<file path="src/logic/pbp_pkg.sv">
// Constants, register indices and helpers for the port block.
// Assumes a 32-bit AHB-Lite slave; register byte address = 4 * index.
package pbp_pkg;
    typedef logic [9:0] pbp_idx_t;

    localparam pbp_idx_t IDX_PORT_A   = 10'h006;
    localparam pbp_idx_t IDX_PORT_B   = 10'h106;
    localparam pbp_idx_t IDX_OPT_A    = 10'h081;
    localparam pbp_idx_t IDX_OPT_B    = 10'h181;
    localparam pbp_idx_t IDX_DIR_A    = 10'h086;
    localparam pbp_idx_t IDX_DIR_B    = 10'h186;
    localparam pbp_idx_t IDX_IRQ_STAT = 10'h200;
    localparam pbp_idx_t IDX_IRQ_MASK = 10'h201;
    localparam pbp_idx_t IDX_CTRL     = 10'h202;

    localparam int ADDR_LSB = 2;
    localparam int ADDR_MSB = 11;

    localparam logic [1:0] HTRANS_NONSEQ = 2'h2;
    localparam logic [2:0] HSIZE_WORD    = 3'h2;
    localparam logic       HRESP_OKAY    = 1'h0;

    localparam logic [7:0] DIR_RESET  = 8'hff;
    localparam logic [7:0] OPT_RESET  = 8'hff;
    localparam logic [1:0] CTRL_RESET = 2'h0;
    localparam logic [1:0] IRQ_RESET  = 2'h0;

    localparam int OPT_PULLUP_EN_N = 7;
    localparam int OPT_EXT_EDGE    = 6;
    localparam int CTRL_W          = 2;
    localparam int CTRL_LVP        = 0;
    localparam int CTRL_SYNC       = 1;
    localparam int IRQ_W           = 2;
    localparam int IRQ_CHANGE      = 0;
    localparam int IRQ_EXT         = 1;

    localparam int PIN_EXT_IRQ   = 0;
    localparam int PIN_SER_DATA  = 1;
    localparam int PIN_SER_CLOCK = 2;
    localparam int PIN_PROG      = 4;
    localparam int CHG_LSB       = 4;
    localparam int CHG_W         = 4;

    typedef enum logic [2:0] {
        PBP_BUS_IDLE  = 3'h1,
        PBP_BUS_WRITE = 3'h2,
        PBP_BUS_READ  = 3'h4
    } pbp_bus_e;

    // Mirrored register decode
    function automatic logic pbp_hit(pbp_idx_t idx, pbp_idx_t a, pbp_idx_t b);
        return (idx == a) || (idx == b);
    endfunction
endpackage

</file>
<file path="src/logic/pbp_chg_det.sv">
// Change detector for the upper port pins.
// Assumes pins synchronous to hclk; refresh is a one-cycle pulse.
`timescale 1ns/1ps
module pbp_chg_det #(
    parameter int WIDTH = 4
) (
    input  wire logic             hclk,
    input  wire logic             hresetn,
    input  wire logic [WIDTH-1:0] pins,
    input  wire logic [WIDTH-1:0] enable,
    input  wire logic             refresh,
    output logic                  mismatch
);
    if (WIDTH < 1) begin : g_chk
        $error("pbp_chg_det: WIDTH must be at least 1");
    end

    typedef struct packed {
        logic [WIDTH-1:0] old;
    } pbp_chg_s;

    pbp_chg_s st;
    pbp_chg_s next_st;

    always_comb begin
        next_st = st;
        if (refresh) begin
            next_st.old = pins;
        end
        mismatch = |((pins ^ st.old) & enable);
    end

    always_ff @(posedge hclk or negedge hresetn) begin
        if (!hresetn) begin
            st <= '0;
        end else begin
            st <= next_st;
        end
    end
endmodule // pbp_chg_det

</file>
<file path="src/logic/pbp_pin_mux.sv">
// Output latch, pin drivers, alternate functions and pull-up control.
// Assumes the pads resolve pin_out/pin_oe and apply pullup_on.
`timescale 1ns/1ps
module pbp_pin_mux #(
    parameter int W = 8
) (
    input  wire logic         hclk,
    input  wire logic         hresetn,
    input  wire logic         latch_we,
    input  wire logic [W-1:0] latch_din,
    input  wire logic [W-1:0] dir,
    input  wire logic         pullup_enable_n,
    input  wire logic         lvp_mode,
    input  wire logic         serial_port_enable,
    input  wire logic         sync_mode,
    input  wire logic         sync_serial_clock_out,
    input  wire logic         sync_serial_clock_oe,
    input  wire logic         sync_serial_data_out,
    input  wire logic         sync_serial_data_oe,
    input  wire logic         async_tx_out,
    output logic [W-1:0]      pin_out,
    output logic [W-1:0]      pin_oe,
    output logic [W-1:0]      pullup_on
);
    if (W != 8) begin : g_chk
        $error("pbp_pin_mux: only an 8-bit port is supported");
    end

    typedef struct packed {
        logic [W-1:0] latch;
    } pbp_mux_s;

    pbp_mux_s st;
    pbp_mux_s next_st;

    always_comb begin
        next_st = st;
        if (latch_we) begin
            next_st.latch = latch_din;
        end
        pin_out = st.latch;
        pin_oe  = ~dir;
        if (serial_port_enable) begin
            if (sync_mode) begin
                pin_out[pbp_pkg::PIN_SER_CLOCK] = sync_serial_clock_out;
                pin_oe[pbp_pkg::PIN_SER_CLOCK]  = sync_serial_clock_oe;
                pin_out[pbp_pkg::PIN_SER_DATA]  = sync_serial_data_out;
                pin_oe[pbp_pkg::PIN_SER_DATA]   = sync_serial_data_oe;
            end else begin
                pin_out[pbp_pkg::PIN_SER_CLOCK] = async_tx_out;
                pin_oe[pbp_pkg::PIN_SER_CLOCK]  = 1'b1;
                pin_oe[pbp_pkg::PIN_SER_DATA]   = 1'b0;
            end
        end
        if (lvp_mode) begin
            pin_oe[pbp_pkg::PIN_PROG] = 1'b0;
        end
        pullup_on = ~pin_oe & dir & {W{!pullup_enable_n}};
        if (lvp_mode) begin
            pullup_on[pbp_pkg::PIN_PROG] = 1'b0;
        end
    end

    // Latch has no reset: unknown at power-up, kept over resets
    always_ff @(posedge hclk) begin
        st <= next_st;
    end
endmodule // pbp_pin_mux

</file>
<file path="src/logic/pbp_port.sv">
// Eight-bit bidirectional port with AHB-Lite register access.
// Assumes pins synchronous to hclk and a single zero-wait AHB-Lite master.
//
// Added by the designer: the AHB-Lite register port.
`timescale 1ns/1ps
module pbp_port #(
    parameter int PORT_WIDTH = 8
) (
    input  wire logic                  hclk,
    input  wire logic                  hresetn,
    input  wire logic                  hsel,
    input  wire logic [31:0]           haddr,
    input  wire logic [1:0]            htrans,
    input  wire logic                  hwrite,
    input  wire logic [2:0]            hsize,
    input  wire logic [31:0]           hwdata,
    input  wire logic                  hready,
    output logic      [31:0]           hrdata,
    output logic                       hreadyout,
    output logic                       hresp,
    input  wire logic [PORT_WIDTH-1:0] pin_in,
    output logic      [PORT_WIDTH-1:0] pin_out,
    output logic      [PORT_WIDTH-1:0] pin_oe,
    output logic      [PORT_WIDTH-1:0] pullup_on,
    output logic      [PORT_WIDTH-1:0] pin_level,
    input  wire logic                  serial_port_enable,
    input  wire logic                  sync_serial_clock_out,
    input  wire logic                  sync_serial_clock_oe,
    input  wire logic                  sync_serial_data_out,
    input  wire logic                  sync_serial_data_oe,
    input  wire logic                  async_tx_out,
    output logic                       lvp_mode,
    output logic                       sync_mode,
    output logic                       irq
);
    localparam int W = PORT_WIDTH;
    localparam int IW = pbp_pkg::IRQ_W;
    localparam int PROG_BIT = pbp_pkg::PIN_PROG - pbp_pkg::CHG_LSB;

    if (W != 8) begin : g_chk
        $error("pbp_port: only an 8-bit port is supported");
    end

    typedef struct packed {
        pbp_pkg::pbp_bus_e          bus;
        pbp_pkg::pbp_idx_t          idx;
        logic [W-1:0]               dir;
        logic [W-1:0]               option;
        logic [pbp_pkg::CTRL_W-1:0] ctrl;
        logic [IW-1:0]              irq_stat;
        logic [IW-1:0]              irq_mask;
        logic [31:0]                rdata;
        logic [W-1:0]               level;
    } pbp_state_s;

    localparam pbp_state_s RESET_ST = '{
        bus:      pbp_pkg::PBP_BUS_IDLE,
        idx:      '0,
        dir:      pbp_pkg::DIR_RESET,
        option:   pbp_pkg::OPT_RESET,
        ctrl:     pbp_pkg::CTRL_RESET,
        irq_stat: pbp_pkg::IRQ_RESET,
        irq_mask: pbp_pkg::IRQ_RESET,
        rdata:    '0,
        level:    '0
    };

    pbp_state_s                 st;
    pbp_state_s                 next_st;
    pbp_pkg::pbp_idx_t          a_idx;
    logic                       accept;
    logic                       latch_we;
    logic                       refresh;
    logic                       mismatch;
    logic                       ext_event;
    logic [IW-1:0]              stat_set;
    logic [IW-1:0]              stat_clr;
    logic [W-1:0]               rd_val;
    logic [pbp_pkg::CHG_W-1:0]  chg_en;

    assign a_idx = haddr[pbp_pkg::ADDR_MSB:pbp_pkg::ADDR_LSB];

    always_comb begin
        next_st       = st;
        next_st.bus   = pbp_pkg::PBP_BUS_IDLE;
        next_st.level = pin_in;
        accept        = hsel && hready && (htrans == pbp_pkg::HTRANS_NONSEQ)
                        && (hsize == pbp_pkg::HSIZE_WORD);
        latch_we      = 1'b0;
        stat_clr      = '0;
        rd_val        = '0;

        // Data phase of a write
        if (st.bus == pbp_pkg::PBP_BUS_WRITE) begin
            if (pbp_pkg::pbp_hit(st.idx, pbp_pkg::IDX_PORT_A, pbp_pkg::IDX_PORT_B)) begin
                latch_we = 1'b1;
            end else if (pbp_pkg::pbp_hit(st.idx, pbp_pkg::IDX_DIR_A,
                                          pbp_pkg::IDX_DIR_B)) begin
                next_st.dir = hwdata[W-1:0];
            end else if (pbp_pkg::pbp_hit(st.idx, pbp_pkg::IDX_OPT_A,
                                          pbp_pkg::IDX_OPT_B)) begin
                next_st.option = hwdata[W-1:0];
            end else if (st.idx == pbp_pkg::IDX_CTRL) begin
                next_st.ctrl = hwdata[pbp_pkg::CTRL_W-1:0];
            end else if (st.idx == pbp_pkg::IDX_IRQ_MASK) begin
                next_st.irq_mask = hwdata[IW-1:0];
            end else if (st.idx == pbp_pkg::IDX_IRQ_STAT) begin
                stat_clr = hwdata[IW-1:0];
            end
        end

        // Edge on the external interrupt pin, polarity from the option register
        if (st.option[pbp_pkg::OPT_EXT_EDGE]) begin
            ext_event = pin_in[pbp_pkg::PIN_EXT_IRQ] && !st.level[pbp_pkg::PIN_EXT_IRQ];
        end else begin
            ext_event = !pin_in[pbp_pkg::PIN_EXT_IRQ] && st.level[pbp_pkg::PIN_EXT_IRQ];
        end

        // Sticky flags, a set wins over a write-one clear
        stat_set                      = '0;
        stat_set[pbp_pkg::IRQ_CHANGE] = mismatch;
        stat_set[pbp_pkg::IRQ_EXT]    = ext_event;
        next_st.irq_stat              = (st.irq_stat & ~stat_clr) | stat_set;

        // Address phase
        if (accept) begin
            next_st.idx = a_idx;
            if (hwrite) begin
                next_st.bus = pbp_pkg::PBP_BUS_WRITE;
            end else begin
                next_st.bus = pbp_pkg::PBP_BUS_READ;
                if (pbp_pkg::pbp_hit(a_idx, pbp_pkg::IDX_PORT_A, pbp_pkg::IDX_PORT_B)) begin
                    rd_val = pin_in;
                end else if (pbp_pkg::pbp_hit(a_idx, pbp_pkg::IDX_DIR_A,
                                              pbp_pkg::IDX_DIR_B)) begin
                    rd_val = next_st.dir;
                end else if (pbp_pkg::pbp_hit(a_idx, pbp_pkg::IDX_OPT_A,
                                              pbp_pkg::IDX_OPT_B)) begin
                    rd_val = next_st.option;
                end else if (a_idx == pbp_pkg::IDX_CTRL) begin
                    rd_val = W'(next_st.ctrl);
                end else if (a_idx == pbp_pkg::IDX_IRQ_MASK) begin
                    rd_val = W'(next_st.irq_mask);
                end else if (a_idx == pbp_pkg::IDX_IRQ_STAT) begin
                    rd_val = W'(next_st.irq_stat);
                end
                next_st.rdata = 32'(rd_val);
            end
        end

        // Any port read or write ends the mismatch
        refresh = latch_we || (accept && !hwrite
                  && pbp_pkg::pbp_hit(a_idx, pbp_pkg::IDX_PORT_A, pbp_pkg::IDX_PORT_B));

        // Change detection only on input pins, and not on the programming pin in LVP mode
        chg_en = st.dir[pbp_pkg::CHG_LSB +: pbp_pkg::CHG_W];
        if (st.ctrl[pbp_pkg::CTRL_LVP]) begin
            chg_en[PROG_BIT] = 1'b0;
        end
    end

    always_ff @(posedge hclk or negedge hresetn) begin
        if (!hresetn) begin
            st <= RESET_ST;
        end else begin
            st <= next_st;
        end
    end

    assign hrdata    = st.rdata;
    assign hreadyout = 1'b1;
    assign hresp     = pbp_pkg::HRESP_OKAY;
    assign pin_level = st.level;
    assign lvp_mode  = st.ctrl[pbp_pkg::CTRL_LVP];
    assign sync_mode = st.ctrl[pbp_pkg::CTRL_SYNC];
    assign irq       = |(st.irq_stat & st.irq_mask);

    pbp_chg_det #(
        .WIDTH (pbp_pkg::CHG_W)
    ) u_chg_det (
        .hclk     (hclk),
        .hresetn  (hresetn),
        .pins     (pin_in[pbp_pkg::CHG_LSB +: pbp_pkg::CHG_W]),
        .enable   (chg_en),
        .refresh  (refresh),
        .mismatch (mismatch)
    );

    pbp_pin_mux #(
        .W (W)
    ) u_pin_mux (
        .hclk                  (hclk),
        .hresetn               (hresetn),
        .latch_we              (latch_we),
        .latch_din             (hwdata[W-1:0]),
        .dir                   (st.dir),
        .pullup_enable_n       (st.option[pbp_pkg::OPT_PULLUP_EN_N]),
        .lvp_mode              (lvp_mode),
        .serial_port_enable    (serial_port_enable),
        .sync_mode             (sync_mode),
        .sync_serial_clock_out (sync_serial_clock_out),
        .sync_serial_clock_oe  (sync_serial_clock_oe),
        .sync_serial_data_out  (sync_serial_data_out),
        .sync_serial_data_oe   (sync_serial_data_oe),
        .async_tx_out          (async_tx_out),
        .pin_out               (pin_out),
        .pin_oe                (pin_oe),
        .pullup_on             (pullup_on)
    );
endmodule // pbp_port
</file>
<file path="config.mk">
export PLATFORM = sky130hd
export DESIGN_NAME = pbp_port
export DESIGN_NICKNAME = d
export VERILOG_FILES = /design/src/logic/pbp_pkg.sv /design/src/logic/pbp_chg_det.sv /design/src/logic/pbp_pin_mux.sv /design/src/logic/pbp_port.sv
export SDC_FILE = /design/constraint.sdc
export NUM_CORES = 1
export LEC_CHECK = 0
export ABC_AREA = 1
export BUFFER_PORTS_ARGS = -buffer_cell sky130_fd_sc_hd__buf_4
export CELL_PAD_IN_SITES_DETAIL_PLACEMENT = 0
export CELL_PAD_IN_SITES_GLOBAL_PLACEMENT = 1
export CORE_MARGIN = 2
export CORE_UTILIZATION = 36
export CTS_CLUSTER_SIZE = 14
export DETAILED_ROUTE_END_ITERATION = 8
export PLACE_DENSITY = 0.85
export SYNTH_ARGS = -nofsm -noshare
export SYNTH_HDL_FRONTEND = slang
export SYNTH_SLANG_ARGS = --single-unit
</file>
<file path="constraint.sdc">
create_clock -name hclk -period 4.85 [get_ports hclk]
set_input_delay 0.485 -clock hclk [delete_from_list [all_inputs] [get_ports hclk]]
set_output_delay 0.485 -clock hclk [all_outputs]
set_load 0.01 [all_outputs]
</file>
==> results by group, run 1 <==
Outcome
  – Status: finished clean

Power and ir drop
  – Worst IR drop on VDD: 0.000131 V
  – Pwr dens: 311 nW/um^2
  – Net Sw Frac: 24.5%
  – Part of the power in registers: 45.4%
  – Pint: 960 uW
  – Clk pwr share: 42.2%
  – Combinational share of power: 12.4%
  – Leak pwr: 2.14 nW
  – Net Switching: 311 uW

Timing
  – Layout Skew: 0.00754 ns
  – Final setup vio count: 0
  – PnR worst setup slack: 2.86 ns
  – Final Hold Viols: 0
  – Slew Viols, Final: 0
  – Fin crit share: 40.9%
  – Worst slew pin tran: 0.691 ns
  – Fin crit period: 1.99 ns
  – Fmax: 0.504 GHz
  – Unrepaired setup endpoints after global routing: no
  – Setup TNS: 0 ns
  – Slew headroom: 54.0%

Placement
  – Worst slack, placed: 2.56 ns
  – DP Wirelength: 5840 um
  – Routability cong.: 0.847
  – Inst Count DP: 569
  – Port bufs: 84

Synthesis
  – Register bit total from synthesis: 63
  – Synth area leaders: dfrtp_1 (28%), dfstp_2 (13%), nand2_1 (11%), buf_4 (11%), edfxtp_1 (7.1%)
  – Synthesized instance count: 400
  – Asr flop ratio synth: 87.3%
  – Ys Warns: 0
  – Syn Area/Cell: 8.43 um^2
  – Number of synthesized flops with an enable pin: 8
  – Register area share after synthesis: 48.6%
  – Netlist cell types: 33
  – Synth Cell Area: 3370 um^2
  – Main flop type after synthesis: dfrtp_1
  – Area share of the leading cell type in the synthesized netlist: 28.2%
  – Yosys top cell by area: dfrtp_1

Setup path
  – CP startpoint kind: register
  – CP delay by family, top: simple AND/OR/NAND/NOR gates
  – Reg2Reg Setup Slack: 2.86 ns
  – Crit-path cells: nor3_4 -> inv_2 -> nor2_4 -> nand2_2 -> nand2_1 -> o21ai_1 -> a21oi_1 -> nand3_1 -> nand2_1 -> nand2_1
  – Worst Path Required: 5.08 ns
  – Crit path buf inv count: 1
  – Crit Path Category: register to register
  – Critical Path End Type: register
  – R2R cell count: 10
  – WP data arrival: 2.22 ns
  – Crit-path slowest cell: dfrtp_1
  – Slowest Stage Delay on Critical Path: 0.40 ns
  – Crit path top cell by count: nand2_1
  – Cell count along the critical path: 10
  – Crit-path max FO: 10

Clock network
  – CTS clock-pin slew for the worst setup and hold paths: 0.07 ns
  – CTS tree: built
  – Post-cts resize count: 0
  – Maximum clock path buffer count: 2
  – Hold_buf cts: 0
  – Root Driver: clkbuf_8
  – Clock latency on the worst-skew pair: 0.34 ns
  – Setup repair bufs after CTS: 0
  – Clk sinks: 63
  – H-tree Lvls: 3
  – Cts bufs inserted: 9

GRT
  – All-layer global routing usage: 15.9%
  – Antenna violations before repair: 0
  – Number of global-route vias before repair: 2578
  – Global-route wire length before repair: 12500 um
  – Largest net degree at the start of global routing: 56
  – Grt ovf: 0

Floorplan
  – Ports: 157
  – Initial core utilization: 36.9%
  – Die ar.: 10200 um^2
  – Die H: 101 um
  – Number of cell rows: 35
  – CORE AREA: 9150 um^2
  – Die width: 101 um

Layout
  – Antenna diodes: 0
  – Layout net count: 557
  – Layout Area Growth over Synthesis: 21.3%
  – Final Non-Filler Cells: 585
  – Ratio of cells with drive above 1 in the final layout: 30.4%

Drt
  – Drt drc: 0
  – DR vias: 2680
  – Final wirelength: 7600 um
  – DRT Pass-1 Iters: 4
  – DR iter-0 viols: 118
  – Drt wl/cell: 13.0 um
  – Vias/cell: 4.58
  – Final ANT Viol Nets: 0

Job
  – Max-cap violations: 0

Hold path
  – Worst hold-check path type: primary input to async pin
[Yosys cell counts (2+ instances only)]
cell type	n
nor2_2	2
nor2_4	2
dfstp_2	17
nand2_1	100
nand4_1	5
inv_1	43
a21oi_1	15
nand2_2	3
nand3_1	32
a31oi_1	2
a21oi_2	2
edfxtp_1	8
conb_1	2
dfrtp_1	38
nor2_1	31
nor3_4	2
nor3_1	8
o21ai_0	14
buf_4	48
o21ai_1	4
or2_2	3
mux2_2	8
[routing by layer]
| metal | up-vias | global-route usage [%] | share of wire (%) | routed length [um] |
|---|---|---|---|---|
| met2 | 82 | 25.2 | 47 | 3600 |
| li1 | 1341 | - | - | - |
| met1 | 1247 | 21.3 | 45 | 3460 |
| met5 | - | 0 | 0 | 0 |
| met3 | 10 | 3.12 | 5.4 | 413 |
| met4 | 0 | 6.74 | 1.7 | 128 |
[worst paths after layout]
path	from	endpoint
max in group asynchronous	hresetn	sync_mode
max	st[74]	hrdata[1]
max reg2reg	st[74]	hrdata[1]
min reg2reg	st[51]	st[51]
min in group hclk	pin_in[1]	pin_level[1]
min	hresetn	st[67]
[layout make-up]
class	instances	area, um^2
Fill cell	895	5060
Sequential cell	63	1640
Multi-Input combinational cell	265	1270
Timing Repair Buffer	85	638
Inverter	45	169
Clock buffer	11	163
Tap cell	111	139
Clock inverter	5	76.3
[through the flow]
step	power (mW)	hold slack [ns]	util, %	instance area, um^2
finish	1.27	0.184	44.7	4090
CTS	1.29	0.213	44.7	4090
global placement	0.742	0.461	42.1	3850
detailed placement	0.746	0.469	42.1	3850
floorplan	0.691	0.189	-	3460
global route	1.33	0.245	44.7	4090
[cell families (layout without fill, tap and decap cells)]
| family | Yosys count | in the layout | synth area share, % |
|---|---|---|---|
| AND/OR/NAND/NOR | 192 | 192 | 25.7 |
| flip-flops | 63 | 63 | 48.6 |
| XOR/XNOR | 1 | 1 | 0.260 |
| other | 2 | 26 | 0.223 |
| AO/OA/AOI/OAI | 38 | 38 | 6.05 |
| multiplexers | 8 | 8 | 2.67 |
| buffers and inverters | 96 | 146 | 16.5 |
[power by group through the flow]
stage | logic [mW] | clock network [mW] | registers [mW]
2_1_floorplan | 0.109 | 0 | 0.582
3_3_place_gp | 0.157 | 0 | 0.585
3_5_place_dp | 0.160 | 0 | 0.586
4_1_cts | 0.160 | 0.548 | 0.577
5_1_grt | 0.178 | 0.571 | 0.581
6_report | 0.158 | 0.537 | 0.577
[cells in the final DEF, fill, tap and decap left out, drive strengths merged]
cell,netlist,layout
nand2,104,104
buf,49,85
inv,44,45
dfrtp,38,38
nor2,35,35
nand3,32,32
conb,2,26
o21ai,18,18
dfstp,17,17
a21oi,17,17
clkbuf,1,11
nor3,10,10
mux2,8,8
edfxtp,8,8
nand4,5,5
or2,3,3
clkinv,1,3
a31oi,2,2
bufinv,0,2
nor3b,2,2
and2,1,1
xnor2,1,1
a22o,1,1
[sequential cells by signal (all words and copies together) (netlist names)]
| name | count |
|---|---|
| u_chg_det.st | 4 |
| chg_en | 3 |
| sync_mode | 1 |
| st | 30 |
| pin_level | 8 |
| hrdata | 8 |
| lvp_mode | 1 |
| u_pin_mux.st | 8 |
(Power assumes the default switching activity.)
==> run 2: changes to the inputs <==
--- a/config.mk
+++ b/config.mk
@@ -10,10 +10,10 @@
 export CELL_PAD_IN_SITES_DETAIL_PLACEMENT = 0
 export CELL_PAD_IN_SITES_GLOBAL_PLACEMENT = 1
 export CORE_MARGIN = 2
-export CORE_UTILIZATION = 36
+export CORE_UTILIZATION = 30
 export CTS_CLUSTER_SIZE = 14
 export DETAILED_ROUTE_END_ITERATION = 8
-export PLACE_DENSITY = 0.85
+export PLACE_DENSITY = 0.76
 export SYNTH_ARGS = -nofsm -noshare
 export SYNTH_HDL_FRONTEND = slang
 export SYNTH_SLANG_ARGS = --single-unit
==> constraint.sdc (replaced) <==
create_clock -name hclk -period 1.7 [get_ports hclk]
set_input_delay 0.17 -clock hclk [delete_from_list [all_inputs] [get_ports hclk]]
set_output_delay 0.17 -clock hclk [all_outputs]
set_load 0.01 [all_outputs]
==> results by group, run 2 (synthesis gave the netlist of run 1 again) <==
Outcome
  – Status: finished, violations left
  – Failing checks: setup timing

Timing
  – Slew headroom: 53.5%
  – Fmax: 0.555 GHz
  – Slew Viols, Final: 0
  – Fin crit share: 106%
  – PnR worst setup slack: -0.102 ns
  – Setup TNS: -0.263 ns
  – Final setup vio count: 8
  – Fin crit period: 1.80 ns
  – Unrepaired setup endpoints after global routing: yes
  – Final Hold Viols: 0
  – Worst slew pin tran: 0.697 ns
  – Layout Skew: 0.0115 ns

Clock network
  – CTS clock-pin slew for the worst setup and hold paths: 0.07 ns
  – H-tree Lvls: 3
  – Clock latency on the worst-skew pair: 0.34 ns
  – Cts bufs inserted: 9
  – Clk sinks: 63
  – CTS tree: built
  – Maximum clock path buffer count: 2
  – Root Driver: clkbuf_8

Setup path
  – Crit path top cell by count: nand2_1
  – WP data arrival: 2.03 ns
  – RR Startpoint: st[66]
  – R2R cell count: 11
  – Slowest Stage Delay on Critical Path: 0.40 ns
  – Worst Path Required: 1.93 ns
  – Crit-path slowest cell: dfrtp_1
  – FF-to-FF End: hrdata[1]
  – Worst Setup EP: hrdata[1]
  – Crit Path Category: register to register
  – CP startpoint kind: register
  – Reg2Reg Setup Slack: -0.10 ns
  – Crit-path cells: nor2_4 -> nand2_4 -> nor3_4 -> buf_4 -> nand2_4 -> nand2_1 -> o21ai_1 -> a21oi_1 -> nand3_1 -> nand2_1 -> nand2_1
  – Crit-path max FO: 10
  – Critical Path End Type: register
  – Worst Setup SP: st[66]

Drt
  – Drt wl/cell: 12.8 um
  – Top Metal Used: met4
  – Met2 WL: 4100 um
  – Final ANT Viol Nets: 0
  – DR vias: 2784
  – M1 WL: 3760 um
  – Vias/cell: 4.29
  – Met3 Routed Length: 323 um
  – Drt drc: 0
  – DRT Pass-1 Iters: 5
  – Final wirelength: 8330 um
  – DR iter-0 viols: 128

Floorplan
  – Initial core utilization: 31.0%
  – Die H: 110 um
  – Ports: 157
  – Die ar.: 12100 um^2
  – CORE AREA: 10900 um^2
  – Number of cell rows: 38
  – Die width: 110 um

Layout
  – Antenna diodes: 0
  – Multi-input gate area: 1370 um^2
  – Ratio of cells with drive above 1 in the final layout: 37.3%
  – Final Core Density: 41.2%
  – Filler instances: 1098
  – Commonest cells after routing, fill and taps aside: buf_4 (110), nand2_1 (92), inv_1 (42)
  – Layout net count: 592
  – Commonest non-fill, non-tap cell in the layout: buf_4
  – Largest register by flop count: st
  – Layout Area Growth over Synthesis: 33.1%
  – Max reg flops: 30
  – Sequential cell area: 1640 um^2

GRT
  – Grt ovf: 0
  – Global-route wire length before repair: 13000 um
  – All-layer global routing usage: 14.3%
  – Antenna violations before repair: 0
  – Largest net degree at the start of global routing: 56
  – Number of global-route vias before repair: 2667

Power and ir drop
  – Pint: 2.68 mW
  – Net Switching: 935 uW
  – Leak pwr: 2.29 nW
  – Part of the power in registers: 45.5%
  – Combinational share of power: 15.5%
  – Net Sw Frac: 25.9%
  – Clk pwr share: 38.9%
  – Worst IR drop on VDD: 0.000363 V
  – Pwr dens: 804 nW/um^2

Job
  – Max-cap violations: 0

Hold path
  – Hold depth: 1
  – Worst hold-check path type: primary input to register

Placement
  – Port bufs: 84
  – DP Wirelength: 6430 um
  – Routability cong.: 0.826
-- run 2: changes by cell type in the layout (fill, tap and decap cells not counted), moves of 3 or more --
cell           previous run  this run
dlygate4sd3_1             0        10
nor2_1                   31        24
buf_4                    85       110
nor2_2                    2         7
o21ai_0                  14        11
nand2_1                 100        92
nand2_2                   3         8
-- run 2: area by class of cell --
type,count,share of cell area [%]
clock inverter,6,1.87
sequential,63,36.5
multi-input combinational,265,30.5
tap,140,3.90
timing repair buffer,120,20.6
inverter,45,3.76
clock buffer,10,2.84
-- run 2: power groups by stage --
stage / sequential (mW) / clock [mW] / combinational [mW]
after global routing: 1.65 / 1.51 / 0.628
after CTS: 1.64 / 1.44 / 0.531
after global placement: 1.67 / 0 / 0.493
after detailed placement: 1.67 / 0 / 0.502
final: 1.65 / 1.41 / 0.560
after floorplan: 1.66 / 0 / 0.311
-- run 2: how the worst min path moves through the flow --
stage | startpoint | slack (ns) | endpoint
after floorplan | hresetn | -0.13 | hrdata[0]
after global placement | hresetn | 0.26 | st[65]
after detailed placement | hresetn | 0.26 | st[65]
after CTS | hwdata[4] | 0.02 | u_pin_mux.st[4]
after global routing | hwdata[2] | 0.02 | u_pin_mux.st[2]
final | hwdata[4] | 0.03 | u_pin_mux.st[4]
-- run 2: through the flow --
step                      power, mW  worst slack [ns]  area, um^2  hold slack [ns]  instances
final                          3.61            -0.102        4490           0.0282        649
after global routing           3.79            -0.190        4490           0.0179        649
after CTS                      3.61           -0.0176        4400           0.0161        646
after detailed placement       2.17           -0.0665        4050            0.262        619
after global placement         2.16           -0.0485        4050            0.258        619
after floorplan                1.97            0.0358        3460           -0.126        424
-- run 2: metal layers --
metal | vias to the layer above | global-route usage, %
met5 | - | 0
met4 | 0 | 6.87
met3 | 9 | 2.41
met2 | 63 | 23.6
met1 | 1297 | 18.1
li1 | 1415 | -
-- run 2: repair_timing --
action / 4_1_cts / 5_1_grt
pin swaps: 1 / 6
setup buffers: 1 / 3
gates resized for setup: 8 / 24
hold buffers: 10 / 0
setup endpoints to repair: 12 / 20
hold endpoints to repair: 47 / 0
-- run 2: critical path: cells and delay by family (launching register included) --
family / cells / cell delay, ns
compound gates: 2 / 0.25
flops: 1 / 0.40
buf+inv: 1 / 0.16
simple gates: 8 / 0.86
==> run 3: changes to the inputs <==
--- a/config.mk
+++ b/config.mk
@@ -16,4 +16,5 @@
 export PLACE_DENSITY = 0.76
 export SYNTH_ARGS = -nofsm -noshare
 export SYNTH_HDL_FRONTEND = slang
+export SYNTH_HIERARCHICAL = 1
 export SYNTH_SLANG_ARGS = --single-unit
==> results by group, run 3 <==
Synthesis
  – Synth Cell Area: 3520 um^2
  – Synth area leaders: dfrtp_1 (27%), dfstp_2 (13%), nand2_1 (12%), buf_4 (10%), inv_1 (7.3%)
  – Main flop type after synthesis: dfrtp_1
  – Register area share after synthesis: 46.5%
  – Count leader, synth: nand2_1
  – Synthesized instance count: 451
  – Asr flop ratio synth: 87.3%
  – Number of synthesized flops with an enable pin: 8
  – Ys Warns: 6
  – Register bit total from synthesis: 63
  – Synth top cells by count: nand2_1 (114), inv_1 (68), buf_4 (48), nor2_1 (44), dfrtp_1 (38)
  – Yosys top cell by area: dfrtp_1
  – Area share of the leading cell type in the synthesized netlist: 27.0%
  – Netlist cell types: 33
  – Syn Area/Cell: 7.80 um^2

Layout
  – Largest register by flop count: st
  – Commonest cells after routing, fill and taps aside: buf_4 (117), nand2_1 (100), inv_1 (64)
  – Antenna diodes: 0
  – Layout net count: 655
  – Max reg flops: 30
  – Sequential cell area: 1640 um^2
  – Commonest non-fill, non-tap cell in the layout: buf_4
  – Filler instances: 1128
  – Final Core Density: 43.6%
  – Ratio of cells with drive above 1 in the final layout: 37.4%
  – Layout Area Growth over Synthesis: 41.4%
  – Final Non-Filler Cells: 715
  – Cell area after layout: 4980 um^2
  – Multi-input gate area: 1500 um^2

Drt
  – Drt wl/cell: 12.9 um
  – DR vias: 3139
  – DR iter-0 viols: 116
  – Final wirelength: 9220 um
  – Final ANT Viol Nets: 0
  – DRT Pass-1 Iters: 4
  – Drt drc: 0
  – Vias/cell: 4.39

Clock network
  – H-tree Lvls: 3
  – Cts bufs inserted: 9
  – Clock latency on the worst-skew pair: 0.33 ns
  – CTS tree: built
  – CTS clock-pin slew for the worst setup and hold paths: 0.05 ns
  – Clk sinks: 63
  – Root Driver: clkbuf_16
  – Maximum clock path buffer count: 2

Floorplan
  – Initial core utilization: 30.8%
  – Die width: 112 um
  – Die H: 112 um
  – Number of cell rows: 39
  – Die ar.: 12600 um^2
  – CORE AREA: 11400 um^2
  – Ports: 157

Setup path
  – RR Startpoint: st[65]
  – WP data arrival: 1.99 ns
  – Crit-path max FO: 7
  – Critical Path End Type: register
  – Reg2Reg Setup Slack: -0.09 ns
  – Crit Path Category: register to register
  – R2R cell count: 11
  – FF-to-FF End: hrdata[4]
  – CP startpoint kind: register
  – Worst Path Required: 1.91 ns

Timing
  – Slew Viols, Final: 0
  – Worst slew pin tran: 0.724 ns
  – Hold_ws: 0.0521 ns
  – Fmax: 0.560 GHz
  – Final Hold Viols: 0
  – Fin crit period: 1.79 ns
  – Slew headroom: 51.8%
  – Final setup vio count: 10
  – Unrepaired setup endpoints after global routing: yes
  – PnR worst setup slack: -0.0867 ns
  – Layout Skew: 0.00889 ns
  – Fin crit share: 105%

Hold path
  – Min-delay src: hwdata[7]
  – Hold depth: 1
  – Hold EP: u_pin_mux/st[7]
  – Worst hold-check path type: primary input to register

Placement
  – Placed cell area: 4310 um^2
  – Port bufs: 84
  – Inst Count DP: 682
  – Routability cong.: 0.790
  – DP Wirelength: 6710 um

Power and ir drop
  – Total power: 4.01 mW
  – Worst IR drop on VDD: 0.000353 V
  – Leak pwr: 2.59 nW
  – Pwr dens: 805 nW/um^2

GRT
  – Largest net degree at the start of global routing: 56
  – Global-route wire length before repair: 14700 um
  – Grt ovf: 0
  – Antenna violations before repair: 0
  – All-layer global routing usage: 14.9%
  – Number of global-route vias before repair: 3065

Outcome
  – Failing checks: setup timing
  – Status: finished, violations left

Job
  – Max-cap violations: 0
[run 3: changes by cell type after synthesis, sizes merged, moves of 5 or more]
cell	previous run	this run
mux2	8	2
o21bai	0	5
a21oi	17	9
nand3	32	21
inv	44	72
nand2	104	115
o21ai	18	41
nor2	35	48
[run 3: report_power, final]
group	internal [mW]	total, mW	switching, mW
registers	1.58	1.61	0.0315
logic	0.218	0.488	0.269
clock network	1.27	1.91	0.639
total	3.07	4.01	0.939
[run 3: layout make-up]
type | count | area share [%]
timing repair buffer | 134 | 21.6
clock inverter | 5 | 1.48
clock buffer | 11 | 4.68
tap | 143 | 3.60
inverter | 72 | 5.48
multi-input combinational | 287 | 30.2
sequential | 63 | 32.9
[run 3: worst max-delay path by stage]
| stage | from | end | slack (ns) | cells after the start |
|---|---|---|---|---|
| final | st[65] | hrdata[4] | -0.09 | 11 |
| after floorplan | hsize[0] | u_chg_det/st[1] | 0.03 | 7 |
| after global placement | st[67] | u_pin_mux/st[0] | -0.15 | 7 |
| after global routing | st[66] | hrdata[5] | -0.21 | 10 |
| after detailed placement | st[62] | hrdata[6] | -0.18 | 11 |
| after CTS | st[67] | hrdata[3] | -0.1 | 10 |
[run 3: stage by stage]
stage / TNS, ns / worst slack (ns)
5_1_grt: -2.52 / -0.214
3_3_place_gp: -2.00 / -0.149
3_5_place_dp: -2.33 / -0.178
6_report: -0.468 / -0.0867
4_1_cts: -0.623 / -0.0984
2_1_floorplan: 0 / 0.0329
[run 3: critical path: stages, from the launching register on]
cell and delay (ns):
dfrtp_1 0.38, inv_2 0.06, nand4_1 0.17, buf_4 0.20, nor3_4 0.15, nor2_2 0.05, nand2_2 0.15, nor2_4 0.09
nand2_2 0.08, a21oi_1 0.06, o21bai_1 0.20, nand2_1 0.08
[run 3: logic make-up after synthesis]
family / synth area share, %
other: 0.213
flip-flops: 46.5
buffers and inverters: 18.7
multiplexers: 0.640
AO/OA/AOI/OAI: 10.1
AND/OR/NAND/NOR: 23.8
[run 3: routing by layer]
metal,GRT usage [%],vias to the layer above,share of wire [%]
li1,-,1570,-
met2,25.4,90,49
met4,7.48,0,2.3
met1,18.2,1465,44
met3,2.43,14,4.7
met5,0,-,0
[run 3: what timing repair did]
action / CTS / global route
hold endpoints to repair: 46 / 0
endpoints found under the setup margin: 21 / 25
cloned: 0 / 0
pin swaps: 4 / 17
hold buffers: 9 / 0
setup buffers: 5 / 4
resized for setup: 33 / 37
